--- config.mk ---
export PLATFORM = sky130hd
export DESIGN_NAME = adc_ctrl
export DESIGN_NICKNAME = d
export VERILOG_FILES = /design/src/rtl/adc_ctrl_pkg.sv /design/src/rtl/conv_timer_if.sv /design/src/rtl/conv_timer.sv /design/src/rtl/adc_ctrl.sv
export VERILOG_INCLUDE_DIRS = /design/src /design/src/rtl
export SDC_FILE = /design/constraint.sdc
export NUM_CORES = 1
export LEC_CHECK = 0
export BUFFER_PORTS_ARGS = -buffer_cell sky130_fd_sc_hd__buf_2
export CORE_MARGIN = 3
export CORE_UTILIZATION = 40
export DETAILED_ROUTE_END_ITERATION = 7
export GPL_TIMING_DRIVEN = 0
export PLACE_DENSITY_LB_ADDON = 0.05
export SLEW_MARGIN = 20
export SYNTH_ARGS = -nofsm -noshare
export SYNTH_HDL_FRONTEND = slang
export SYNTH_SLANG_ARGS = --single-unit
--- constraint.sdc ---
create_clock -name clock_i -period 2.6 [get_ports clock_i]
set_input_delay 0.26 -clock clock_i [delete_from_list [all_inputs] [get_ports clock_i]]
set_output_delay 0.26 -clock clock_i [all_outputs]
set_load 0.02 [all_outputs]
--- src/rtl/adc_ctrl_consts.svh ---
// Constants for the converter reference, timing and pin control block
`ifndef ADC_CTRL_CONSTS_SVH
`define ADC_CTRL_CONSTS_SVH
// ==========================================
// Register indexes (byte address = 4 * index)
`define IDX_PIN_CFG 8'hae
`define IDX_REF_SEL 8'haf
`define IDX_MODE 8'hb1
`define IDX_RES_HI 8'hb2
`define IDX_CLK_RES 8'hb3
`define IDX_IRQ_CTL 8'hb4
// ==========================================
// Field positions
`define MODE_PWR 7
`define MODE_START 6
`define MODE_EOC 5
`define MODE_GCH 4
`define REF_EXT 7
`define CLK_DIV1 6
`define CLK_RES 5
`define CLK_DIV0 4
`define IRQ_FLAG 0
`define IRQ_EN 1
// ==========================================
// Reset values
`define RST_BYTE 8'h00
`define RST_DIV 2'h0
`define RST_CH 3'h0
`define RST_PINS 5'h00
// ==========================================
// Converter clock divider selections and ratios
`define DIV_16 2'h0
`define DIV_8 2'h1
`define DIV_1 2'h2
`define DIV_2 2'h3
`define RATIO_16 5'h10
`define RATIO_8 5'h08
`define RATIO_1 5'h01
`define RATIO_2 5'h02
// ==========================================
// Conversion length: quarter periods times converter clocks per quarter
`define QUARTERS_12 7'h10
`define QUARTERS_8 7'h0c
`define CLKS_PER_QUARTER 7'h04
// ==========================================
// Saturated results
`define RESULT_FULL 12'hfff
`define RESULT_ZERO 12'h000
`endif

--- src/rtl/adc_ctrl_pkg.sv ---
// Types shared by the converter control block
package adc_ctrl_pkg;
  typedef enum logic {CONV_IDLE, CONV_RUN} conv_state_t;
endpackage

--- src/rtl/conv_timer_if.sv ---
// Carrier between the control core and the conversion timer
`timescale 1ns/1ps
interface conv_timer_if;
  logic start;
  logic abort;
  logic [1:0] div_sel;
  logic res12;
  logic done;
  modport ctrl (output start, output abort, output div_sel, output res12, input done);
  modport timer (input start, input abort, input div_sel, input res12, output done);
endinterface

--- src/rtl/conv_timer.sv ---
// Converter clock divider and conversion length counter
`timescale 1ns/1ps
`include "adc_ctrl_consts.svh"
module conv_timer
  import adc_ctrl_pkg::*;
#(
  parameter int CNT_W = 7
)(
  input wire logic clock_i,
  input wire logic rst_i,
  conv_timer_if.timer tif
);
  logic [4:0] ratio;
  logic [4:0] div_r;
  logic tick;
  logic [CNT_W-1:0] left_r;
  logic [CNT_W-1:0] len;
  logic busy_r;

  // ==========================================
  // Converter clock enable
  always_comb
  begin
    case (tif.div_sel)
      `DIV_16: ratio = `RATIO_16;
      `DIV_8: ratio = `RATIO_8;
      `DIV_1: ratio = `RATIO_1;
      `DIV_2: ratio = `RATIO_2;
      default: ratio = `RATIO_16;
    endcase
  end

  assign tick = busy_r && (div_r == ratio - 5'h01);

  // Restart on start so every conversion has the exact length
  always_ff @(posedge clock_i)
  begin
    if (rst_i || tif.start || tick)
      div_r <= 5'h00;
    else if (busy_r)
      div_r <= div_r + 5'h01;
  end

  // ==========================================
  // Conversion length counter
  assign len = tif.res12 ? CNT_W'(`QUARTERS_12 * `CLKS_PER_QUARTER)
                         : CNT_W'(`QUARTERS_8 * `CLKS_PER_QUARTER);

  always_ff @(posedge clock_i)
  begin
    if (rst_i || tif.abort)
      busy_r <= 1'b0;
    else if (tif.start)
      busy_r <= 1'b1;
    else if (tick && left_r == CNT_W'(1))
      busy_r <= 1'b0;
  end

  always_ff @(posedge clock_i)
  begin
    if (rst_i)
      left_r <= '0;
    else if (tif.start)
      left_r <= len;
    else if (tick)
      left_r <= left_r - CNT_W'(1);
  end

  always_ff @(posedge clock_i)
  begin
    if (rst_i)
      tif.done <= 1'b0;
    else
      tif.done <= busy_r && !tif.abort && !tif.start && tick && left_r == CNT_W'(1);
  end

  // ==========================================
  // Checks
  logic [11:0] elapsed_r;
  logic [11:0] expect_r;
  always_ff @(posedge clock_i)
  begin
    if (rst_i || tif.start)
      elapsed_r <= 12'h000;
    else
      elapsed_r <= elapsed_r + 12'h001;
  end
  always_ff @(posedge clock_i)
  begin
    if (tif.start)
      expect_r <= 12'(len) * 12'(ratio);
  end

  a_conv_length: assert property (@(posedge clock_i) disable iff (rst_i)
    tif.done |-> elapsed_r == expect_r)
    else $error("conversion length wrong");
endmodule

--- src/rtl/adc_ctrl.sv ---
// Converter reference, timing, channel and pin control with Avalon-MM registers
// Operation
// - External select set: high reference comes from the port bit zero pin.
// - External select clear: high reference is the internal level chosen.
// - Internal level: 11 supply, 10 4.0V, 01 3.0V, 00 2.0V.
// - External select disables internal reference and claims the shared pin.
// - Conversion time runs from start bit set to end flag set.
// - Twelve-bit conversion lasts 64 converter clock cycles.
// - Eight-bit conversion lasts 48 converter clock cycles.
// - Divider select: 00 by 16, 01 by 8, 10 by 1, 11 by 2.
// - Resolution bit: 1 twelve-bit, 0 eight-bit, sets conversion length.
// - Channel select value addresses the analog input directly.
// - Only the single selected channel reaches the converter.
// - Each analog config bit set makes its pin purely analog.
// - Out of range input saturates to all ones or all zeros.
// - At end of conversion start bit clears and end flag sets.
// - End flag shows status and clears whenever start bit is set; the code keeps it set when done falls in the same cycle as the start.
// - End of conversion raises the interrupt request flag.
// - Result bits 11..4 to high byte, 3..0 to low nibble.
//
// Added by the designer: the Avalon-MM interface to the registers.
`timescale 1ns/1ps
`include "adc_ctrl_consts.svh"
module adc_ctrl
  import adc_ctrl_pkg::*;
#(
  parameter int CHANNELS = 6,
  parameter int PINS = 5
)(
  input wire logic clock_i,
  input wire logic rst_i,
  input wire logic [9:0] address_i,
  input wire logic read_i,
  input wire logic write_i,
  input wire logic [31:0] writedata_i,
  input wire logic [3:0] byteenable_i,
  output logic [31:0] readdata_o,
  output logic waitrequest_o,
  input wire logic [11:0] conv_data_i,
  input wire logic over_range_i,
  input wire logic under_range_i,
  output logic conv_power_o,
  output logic converting_o,
  output logic ext_ref_pin_en_o,
  output logic [3:0] int_ref_tap_o,
  output logic [CHANNELS-1:0] channel_sel_o,
  output logic [PINS-1:0] pin_analog_only_o,
  output logic conv_irq_o
);
  conv_timer_if tif ();
  conv_state_t state_r;

  logic [7:0] idx;
  logic take;
  logic wr;
  logic [7:0] wbyte;
  logic [7:0] rbyte;

  logic power_r;
  logic start_r;
  logic eoc_r;
  logic gch_r;
  logic [2:0] ch_r;
  logic ext_ref_r;
  logic [1:0] level_r;
  logic [1:0] div_r;
  logic res12_r;
  logic [PINS-1:0] pin_cfg_r;
  logic [11:0] result_r;
  logic irq_flag_r;
  logic irq_en_r;
  logic go_r;
  logic go_nxt;
  logic stop;

  // ==========================================
  // Avalon-MM slave: one wait state, then the answer
  assign idx = address_i[9:2];
  assign take = (read_i || write_i) && !waitrequest_o;
  assign wr = take && write_i && byteenable_i[0];
  assign wbyte = writedata_i[7:0];

  always_ff @(posedge clock_i)
  begin
    if (rst_i)
      waitrequest_o <= 1'b1;
    else
      waitrequest_o <= !((read_i || write_i) && waitrequest_o);
  end

  always_comb
  begin
    case (idx)
      `IDX_REF_SEL: rbyte = {ext_ref_r, 5'h00, level_r};
      `IDX_MODE: rbyte = {power_r, start_r, eoc_r, gch_r, 1'b0, ch_r};
      `IDX_RES_HI: rbyte = result_r[11:4];
      `IDX_CLK_RES: rbyte = {1'b0, div_r[1], res12_r, div_r[0], result_r[3:0]};
      `IDX_IRQ_CTL: rbyte = {6'h00, irq_en_r, irq_flag_r};
      default: rbyte = `RST_BYTE;
    endcase
  end

  // Pin configuration is write only and unmapped space reads zero
  always_ff @(posedge clock_i)
  begin
    if (rst_i)
      readdata_o <= 32'h0000_0000;
    else if (read_i && waitrequest_o)
      readdata_o <= {24'h000000, rbyte};
  end

  // ==========================================
  // Configuration registers
  always_ff @(posedge clock_i)
  begin
    if (rst_i)
    begin
      ext_ref_r <= 1'b0;
      level_r <= 2'h0;
    end
    else if (wr && idx == `IDX_REF_SEL)
    begin
      ext_ref_r <= wbyte[`REF_EXT];
      level_r <= wbyte[1:0];
    end
  end

  always_ff @(posedge clock_i)
  begin
    if (rst_i)
    begin
      div_r <= `RST_DIV;
      res12_r <= 1'b0;
    end
    else if (wr && idx == `IDX_CLK_RES)
    begin
      div_r <= {wbyte[`CLK_DIV1], wbyte[`CLK_DIV0]};
      res12_r <= wbyte[`CLK_RES];
    end
  end

  always_ff @(posedge clock_i)
  begin
    if (rst_i)
      pin_cfg_r <= `RST_PINS;
    else if (wr && idx == `IDX_PIN_CFG)
      pin_cfg_r <= wbyte[PINS-1:0];
  end

  always_ff @(posedge clock_i)
  begin
    if (rst_i)
    begin
      power_r <= 1'b0;
      gch_r <= 1'b0;
      ch_r <= `RST_CH;
    end
    else if (wr && idx == `IDX_MODE)
    begin
      power_r <= wbyte[`MODE_PWR];
      gch_r <= wbyte[`MODE_GCH];
      ch_r <= wbyte[2:0];
    end
  end

  // ==========================================
  // Start, end flag and state
  // A start written without the power bit set in the same write is dropped; clearing the start bit aborts
  assign go_nxt = wr && idx == `IDX_MODE && wbyte[`MODE_START] && wbyte[`MODE_PWR];
  assign stop = wr && idx == `IDX_MODE && !(wbyte[`MODE_START] && wbyte[`MODE_PWR]);

  always_ff @(posedge clock_i)
  begin
    if (rst_i)
      go_r <= 1'b0;
    else
      go_r <= go_nxt;
  end

  assign tif.start = go_r;
  assign tif.abort = stop && state_r == CONV_RUN;
  assign tif.div_sel = div_r;
  assign tif.res12 = res12_r;

  always_ff @(posedge clock_i)
  begin
    if (rst_i)
      state_r <= CONV_IDLE;
    else
      case (state_r)
        CONV_IDLE: if (go_r) state_r <= CONV_RUN;
        CONV_RUN: if (tif.done || stop) state_r <= CONV_IDLE;
        default: state_r <= CONV_IDLE;
      endcase
  end

  always_ff @(posedge clock_i)
  begin
    if (rst_i)
      start_r <= 1'b0;
    else if (go_nxt)
      start_r <= 1'b1;
    else if (tif.done || stop)
      start_r <= 1'b0;
  end

  // Done wins over a software write of the same cycle
  always_ff @(posedge clock_i)
  begin
    if (rst_i)
      eoc_r <= 1'b0;
    else if (tif.done)
      eoc_r <= 1'b1;
    else if (go_nxt)
      eoc_r <= 1'b0;
    else if (wr && idx == `IDX_MODE)
      eoc_r <= wbyte[`MODE_EOC];
  end

  always_ff @(posedge clock_i)
  begin
    if (rst_i)
    begin
      irq_flag_r <= 1'b0;
      irq_en_r <= 1'b0;
    end
    else
    begin
      if (tif.done)
        irq_flag_r <= 1'b1;
      else if (wr && idx == `IDX_IRQ_CTL)
        irq_flag_r <= wbyte[`IRQ_FLAG];
      if (wr && idx == `IDX_IRQ_CTL)
        irq_en_r <= wbyte[`IRQ_EN];
    end
  end

  // Result is undefined until the first conversion, so no reset
  always_ff @(posedge clock_i)
  begin
    if (tif.done)
    begin
      if (over_range_i)
        result_r <= `RESULT_FULL;
      else if (under_range_i)
        result_r <= `RESULT_ZERO;
      else
        result_r <= conv_data_i;
    end
  end

  // ==========================================
  // Analog side controls
  always_ff @(posedge clock_i)
  begin
    if (rst_i)
    begin
      conv_power_o <= 1'b0;
      converting_o <= 1'b0;
      ext_ref_pin_en_o <= 1'b0;
      int_ref_tap_o <= 4'h0;
      pin_analog_only_o <= '0;
      conv_irq_o <= 1'b0;
    end
    else
    begin
      conv_power_o <= power_r;
      converting_o <= state_r == CONV_RUN;
      ext_ref_pin_en_o <= ext_ref_r;
      int_ref_tap_o <= ext_ref_r ? 4'h0 : 4'h1 << level_r;
      pin_analog_only_o <= pin_cfg_r;
      conv_irq_o <= irq_flag_r && irq_en_r;
    end
  end

  // Channel 0 shares the reference pin, so it is never routed while that pin is claimed
  always_ff @(posedge clock_i)
  begin
    if (rst_i)
      channel_sel_o <= '0;
    else if (gch_r && power_r && int'(ch_r) < CHANNELS && !(ext_ref_r && ch_r == 3'h0))
      channel_sel_o <= CHANNELS'(1) << ch_r;
    else
      channel_sel_o <= '0;
  end

  conv_timer #(
    .CNT_W(7)
  ) u_timer (
    .clock_i(clock_i),
    .rst_i(rst_i),
    .tif(tif.timer)
  );

  // ==========================================
  // Checks
  a_eoc_after_done: assert property (@(posedge clock_i) disable iff (rst_i)
    tif.done && !go_nxt |=> eoc_r && !start_r)
    else $error("end flag or start bit wrong after done");

  a_eoc_clr_start: assert property (@(posedge clock_i) disable iff (rst_i)
    go_nxt && !tif.done |=> !eoc_r && start_r)
    else $error("end flag not cleared by start");

  a_irq_on_done: assert property (@(posedge clock_i) disable iff (rst_i)
    tif.done |=> irq_flag_r ##1 (conv_irq_o == irq_en_r))
    else $error("interrupt flag not raised");

  a_ext_ref_pin: assert property (@(posedge clock_i) disable iff (rst_i)
    ext_ref_r |=> ext_ref_pin_en_o && int_ref_tap_o == 4'h0)
    else $error("external reference not selected");

  a_int_ref_tap: assert property (@(posedge clock_i) disable iff (rst_i)
    !ext_ref_r && level_r == 2'h3 |=> int_ref_tap_o == 4'h8 && !ext_ref_pin_en_o)
    else $error("supply tap not selected");

  a_one_channel: assert property (@(posedge clock_i) disable iff (rst_i)
    $onehot0(channel_sel_o))
    else $error("more than one channel routed");

  a_chan_decode: assert property (@(posedge clock_i) disable iff (rst_i)
    gch_r && power_r && !ext_ref_r && ch_r == 3'h1 |=> channel_sel_o == CHANNELS'(2))
    else $error("channel decode wrong");

  a_saturate_high: assert property (@(posedge clock_i) disable iff (rst_i)
    tif.done && over_range_i |=> result_r == `RESULT_FULL)
    else $error("result not saturated high");

  a_pin_analog: assert property (@(posedge clock_i) disable iff (rst_i)
    ##1 pin_analog_only_o == $past(pin_cfg_r))
    else $error("analog pin mask wrong");

  a_one_wait: assert property (@(posedge clock_i) disable iff (rst_i)
    (read_i || write_i) && waitrequest_o |=> !waitrequest_o ##1 waitrequest_o)
    else $error("bus answer timing wrong");
endmodule

# Yosys cells after proc, flatten, opt, wreduce, memory -nomap -nowiden
# Index checks and enable logic that the tools add are counted.
op_classes:
  n_mux: 18
  reduce_logical: 46
  shifts: 2
  bitwise_logic: 2
  n_eq_ne: 11
  addsub: 3
  n_lt_le_gt_ge: 1
op_table:
  columns: ["cell", "n"]
  rows:
  - ["equality test 8 bit (second input constant)", 6]
  - ["case mux 8 bit (5 select lines)", 1]
  - ["logical AND 1 bit", 26]
  - ["2-to-1 mux 7 bit", 3]
  - ["case mux 5 bit (4 select lines)", 1]
  - ["2-to-1 mux 12 bit", 1]
  - ["2-to-1 mux 1 bit", 11]
  - ["nonzero test 2 bit", 4]
  - ["equality test 7 x 1 -> 1 bit (second input constant)", 1]
  - ["subtractor 7 x 1 -> 7 bit (second input constant)", 1]
  - ["zero test 1 bit", 6]
  - ["<< shifter 1 x 3 -> 6 bit (first input constant)", 1]
  - ["adder 5 x 1 -> 5 bit (second input constant)", 1]
  - ["equality test 5 bit", 1]
  - ["logical OR 1 bit", 5]
  - ["subtractor 5 x 1 -> 5 bit (second input constant)", 1]
  - ["equality test 2 bit (second input constant)", 2]
  - ["OR reduction 2 bit", 2]
  - ["<< shifter 1 x 2 -> 4 bit (first input constant)", 1]
  - ["zero test 3 bit", 1]
  - ["less-than comparator 3 bit (second input constant)", 1]
  - ["nonzero test 3 bit", 1]
  - ["equality test 2 x 1 -> 1 bit (second input constant)", 1]
  - ["zero test 2 bit", 1]
  - ["2 further kinds", 3]
totals:
  ff_bits: 76
  input_bits: 64

# Logic depth before layout (Yosys ltp)
logic_depth:
  depth_word: 12
  mapped_depth: 6
  mapped_depth_nobuf: 6

# Cells and area by module
# Synthesis repeated with hierarchy kept, for this count alone.
unflattened:
  hier_cells: 361
  area_unflattened_um2: 3513.4
modules_own_cells:
  columns: ["mod", "instances", "area_per_inst_um2", "cells_each"]
  rows:
  - ["adc_ctrl", 1, 2676.3, 263]
  - ["conv_timer", 1, 837.1, 98]

# Worst setup path after synthesis
# Ideal clock, no wire load.
synth_timing:
  path_kind: "flip-flop to flip-flop"
  start: "register u_timer.div_r[1]"
  end: "register u_timer.tif.done"
  t_arrival_ns: 1.501
  setup_time_ns: 0.087
  period_less_slack_ns: 1.588
  required_time_ns: 2.513
  stages_incl_launch_ff: 5
  n_path_buf: 0
  slack_ns: 1.012
  cell_sequence: "dfxtp_1 -> nor4b_4 -> a22oi_1 -> or4_1 -> nor4b_2"
synth_via:
  elab_chain_cells: 4
synth_lines:
  columns: ["item", "line_no", "source"]
  rows:
  - ["start, declared", "conv_timer.sv:14", "logic [4:0] div_r;"]
  - ["start signal, assigned", "conv_timer.sv:41", "div_r <= div_r + 5'h01;"]
  - ["equality test 5 bit", "conv_timer.sv:33", "assign tick = busy_r && (div_r == ratio - 5'h01);"]
  - ["logical AND 1 bit", "conv_timer.sv:33", null]
  - ["logical AND 1 bit (2 in a row)", "conv_timer.sv:74", "tif.done <= busy_r && !tif.abort && !tif.start && tick && left_r == CNT_W'(1);"]
  - ["end signal, assigned", "conv_timer.sv:72", "tif.done <= 1'b0;"]
  - ["end signal, assigned", "conv_timer.sv:74", null]
  - ["end, declared", "conv_timer_if.sv:10", "modport timer (input start, input abort, input div_sel, input res12, output done);"]
# Every way passes these cells.
# A chain may end at the register's enable or synchronous reset.

# Worst setup path in the final report
layout_timing:
  start: "register u_timer.left_r[0]"
  end: "register u_timer.left_r[6]"
layout_via:
  elab_chain_cells: 3
layout_lines:
  columns: ["item", "line_no", "source"]
  rows:
  - ["start, declared", "conv_timer.sv:16", "logic [CNT_W-1:0] left_r;"]
  - ["start signal, assigned", "conv_timer.sv:64", "left_r <= len;"]
  - ["start signal, assigned", "conv_timer.sv:66", "left_r <= left_r - CNT_W'(1);"]
  - ["subtractor 7 x 1 -> 7 bit", "conv_timer.sv:66", null]
  - ["2-to-1 mux 7 bit", "conv_timer.sv:65", "else if (tick)"]
  - ["2-to-1 mux 7 bit", "conv_timer.sv:63", "else if (tif.start)"]
# Every way passes these cells. The select of a mux whose other input is x is not followed.

==> impl_results.md <==
- Outcome: completed
- Vias in the first global route: roughly 2600
- Ant diodes: 0
- I/O pins: 116
- Worst Hold Depth: 2
- Setup violators final: 0
- Cell Pwr Density: 534 nW/um2
- Clock transition at the registers of the reported paths: 80 ps
- Chip Width: 98.3 um
- Uppermost layer routed: met4
- Share of the cycle needed by the critical path after routing: 0.678
- Average via count per standard cell: 4.95
- Overall global routing resource usage: 0.167
- Most area-hungry cell type in the Yosys netlist: sky130_fd_sc_hd__dfxtp_1
- Met3 wire length: 508 um
- Buffer depth of the longest clock path: 2
- # nets final: 503
- RSZ-0062 raised after global routing: false
- Combinational Power Share: 0.084
- Post-route clock skew: 11.0 ps
- Critical path startpoint category: flip-flop
- Most common library cell in the layout ignoring fill and taps: sky130_fd_sc_hd__buf_2
- Total Die Area: approximately 9700 um2
- Number of gates given a new drive strength after cts: 0
- Proportion of register bits with asynchronous set or reset after synthesis: 0
- Min-delay worst type: in2reg
- Post-DP HPWL: approximately 5900 um
- Arrival time at the worst endpoint: between 2000 and 2500 ps
- Layout overhead on the synthesized area: 20.4%
- Violation count after the first detailed-route iteration: 140
- Cell Rows: 33
- Post-detailed-route wirelength per cell: 14.7 um
- Number of buffers inserted by hold repair at cts: 0
- M1 WL: ~3800 um
- Fraction of layout instances using a drive strength above 1: 0.277
- Most common flop cell mapped by yosys: sky130_fd_sc_hd__dfxtp_1
- Leakage power: 1.79 nW
- Largest net degree at the start of global routing: 16
- Initial Util: 0.413
- Antenna-violating nets left: 0
- Congestion Overflow GR: 0
- Initial antenna violation count: 0
- Required time at the endpoint of the critical path: approximately 2900 ps
- Fraction of synthesized cell area taken by the top area cell type: 0.376
- Cts bufs inserted: 9
- Top library cells by usage in the layout, fill and taps aside: sky130_fd_sc_hd__buf_2, sky130_fd_sc_hd__dfxtp_1, sky130_fd_sc_hd__nor2_1
- Part of the Yosys area used for sequential elements: 0.481
- Distinct cell type count of the synthesized netlist: 56
- Yosys warnings: 0
- Wire length of the first global-routing pass: 12900 um
- Sw power: 0.575 mW
- Min Clock Period, post-route: 1760 ps
- Met2 wirelength from detailed routing: 3570 um
- Number of clock sinks: 76
- Cells after synthesis: 340
- Worst vdd ir: 0.000290 V
- Post-CTS Setup Inserts: 0
- CTS tree: yes
- Worst max-slew margin expressed relative to the limit: 0.539
- Max-capacitance violation count: 0
- Number of failing hold endpoints at the final stage: 0
- Clock latency reported for the late side of the worst-skew pair: roughly 350 ps
- Fin. max-slew vios: 0
- Critical-path maximum fanout: 6
- R2R depth: 6
- Htree depth: 3
- Root buffer cell: sky130_fd_sc_hd__clkbuf_8
- Cell area after synthesis: 3410 um2
- Flop and latch count out of synthesis: 76
- Post-detailed-route DRC marker count: 0
- Number of port buffers: 62
- Core region area: 8260 um2
- Internal Dissipation: 1.62 mW
- Type of the worst setup path: reg2reg
- Share of power burned in registers: 0.548
- Die outline height: ~98 um
- Achievable clock frequency: 567 MHz
- Largest cells by area after synthesis: sky130_fd_sc_hd__dfxtp_1, sky130_fd_sc_hd__edfxtp_1, sky130_fd_sc_hd__buf_4, sky130_fd_sc_hd__mux2i_1, sky130_fd_sc_hd__nor2_1
- Post-synthesis area per instance: 10.0 um2
- Final setup TNS: 0 ps
- Crit end category: flip-flop
- Vias: 2702
- Total wire length: between 8000 and 9000 um
- Switching power as a share of total power: 0.263
- Smallest hold slack: 132 ps
- Count of flip-flops with a built-in enable after synthesis: 12
- Actual slew at the worst max-slew pin: 685 ps
- Number of filler instances in the final layout: 805
- Proportion of power drawn by the clock network: 0.368
- Detailed-router iteration count before antenna repair: 4
- Weighted congestion reported at the end of routability-driven placement: 0.793
## sequential cells by signal, summed over array words and instances (netlist names), 2 cells and up
| signal | count |
|---|---|
| result_r | 12 |
| readdata_o | 8 |
| u_timer.left_r | 7 |
| channel_sel_o | 6 |
| pin_analog_only_o | 5 |
| pin_cfg_r | 5 |
| u_timer.div_r | 5 |
| int_ref_tap_o | 4 |
| ch_r | 3 |
| div_r | 2 |
| level_r | 2 |
## worst max-delay path, stage by stage (launching register included)
cell                       delay (ps)
sky130_fd_sc_hd__dfxtp_1          350
sky130_fd_sc_hd__inv_1            110
sky130_fd_sc_hd__ha_1             160
sky130_fd_sc_hd__and3b_1          160
sky130_fd_sc_hd__o221ai_2         140
sky130_fd_sc_hd__or4b_1           510
sky130_fd_sc_hd__a311oi_1         250
## cells in the mapped netlist, types with 2 or more instances
master	n
sky130_fd_sc_hd__dfxtp_1	64
sky130_fd_sc_hd__nor2_1	38
sky130_fd_sc_hd__buf_4	26
sky130_fd_sc_hd__mux2i_1	18
sky130_fd_sc_hd__nand2_1	13
sky130_fd_sc_hd__a21o_1	12
sky130_fd_sc_hd__edfxtp_1	12
sky130_fd_sc_hd__a21oi_1	11
sky130_fd_sc_hd__nor2b_1	10
sky130_fd_sc_hd__a22o_1	9
sky130_fd_sc_hd__clkbuf_1	9
sky130_fd_sc_hd__inv_1	9
sky130_fd_sc_hd__nor3_1	8
sky130_fd_sc_hd__mux2_2	7
sky130_fd_sc_hd__nor4_1	7
sky130_fd_sc_hd__o21ai_0	6
sky130_fd_sc_hd__a211oi_1	5
sky130_fd_sc_hd__a22oi_1	5
sky130_fd_sc_hd__and3_1	5
sky130_fd_sc_hd__nand4_1	5
sky130_fd_sc_hd__buf_2	4
sky130_fd_sc_hd__nand3b_1	4
sky130_fd_sc_hd__or3_1	4
sky130_fd_sc_hd__ha_1	3
sky130_fd_sc_hd__nand2b_1	3
sky130_fd_sc_hd__nand3_1	3
sky130_fd_sc_hd__xor2_1	3
sky130_fd_sc_hd__a221oi_1	2
sky130_fd_sc_hd__and3b_1	2
sky130_fd_sc_hd__and4b_1	2
sky130_fd_sc_hd__nor4_2	2
sky130_fd_sc_hd__o31a_1	2
sky130_fd_sc_hd__o41ai_1	2
sky130_fd_sc_hd__or2_2	2
sky130_fd_sc_hd__or4_1	2
## worst paths after layout
| check | slack, ps | endpoint | from |
|---|---|---|---|
| max | 840 | u_timer.left_r[6] | u_timer.left_r[0] |
| min | 130 | waitrequest_o | write_i |
| max reg2reg | 840 | u_timer.left_r[6] | u_timer.left_r[0] |
| min reg2reg | 460 | readdata_o[3] | readdata_o[3] |
## cell type report
type	count	area (um2)	share of cell area
inverters	9	33.8	0.00823
flip-flops and latches	76	1640	0.400
clock inverters	6	38.8	0.00945
repair buffers	62	310	0.0756
clock buffers	10	128	0.0311
well taps	105	131	0.0320
plain buffers	39	249	0.0607
multi-input cells	239	1570	0.383
## per-layer routing
layer,GRT usage,up-vias
met5,0,-
met1,0.231,1229
li1,-,1374
met2,0.259,89
met3,0.0557,10
met4,0.0315,0
## through the flow
step | utilization | total power, mW | instances | setup slack, ps | cell area, um2
after floorplan | - | 1.35 | 363 | 1010 | 3500
after global placement | 0.477 | 1.41 | 530 | 759 | 3940
after detailed placement | 0.477 | 1.41 | 530 | 728 | 3940
after CTS | 0.497 | 2.21 | 546 | 819 | 4110
after global routing | 0.497 | 2.28 | 546 | 673 | 4110
final | 0.497 | 2.19 | 546 | 838 | 4110
## cells by family after synthesis
family,synth area share
simple gates,0.196
compound gates,0.142
xor+xnor,0.0103
flops,0.481
other cells,0.00110
mux,0.0759
fa+ha+maj,0.0110
buf+inv,0.0829
## power groups by stage
stage | logic (mW) | registers [mW] | clock network [mW]
floorplan | 0.117 | 1.23 | 0
global placement | 0.182 | 1.23 | 0
detailed placement | 0.182 | 1.23 | 0
CTS | 0.183 | 1.20 | 0.823
global route | 0.200 | 1.20 | 0.873
finish | 0.184 | 1.20 | 0.806
No activity file was read; power rests on OpenSTA's default activity.
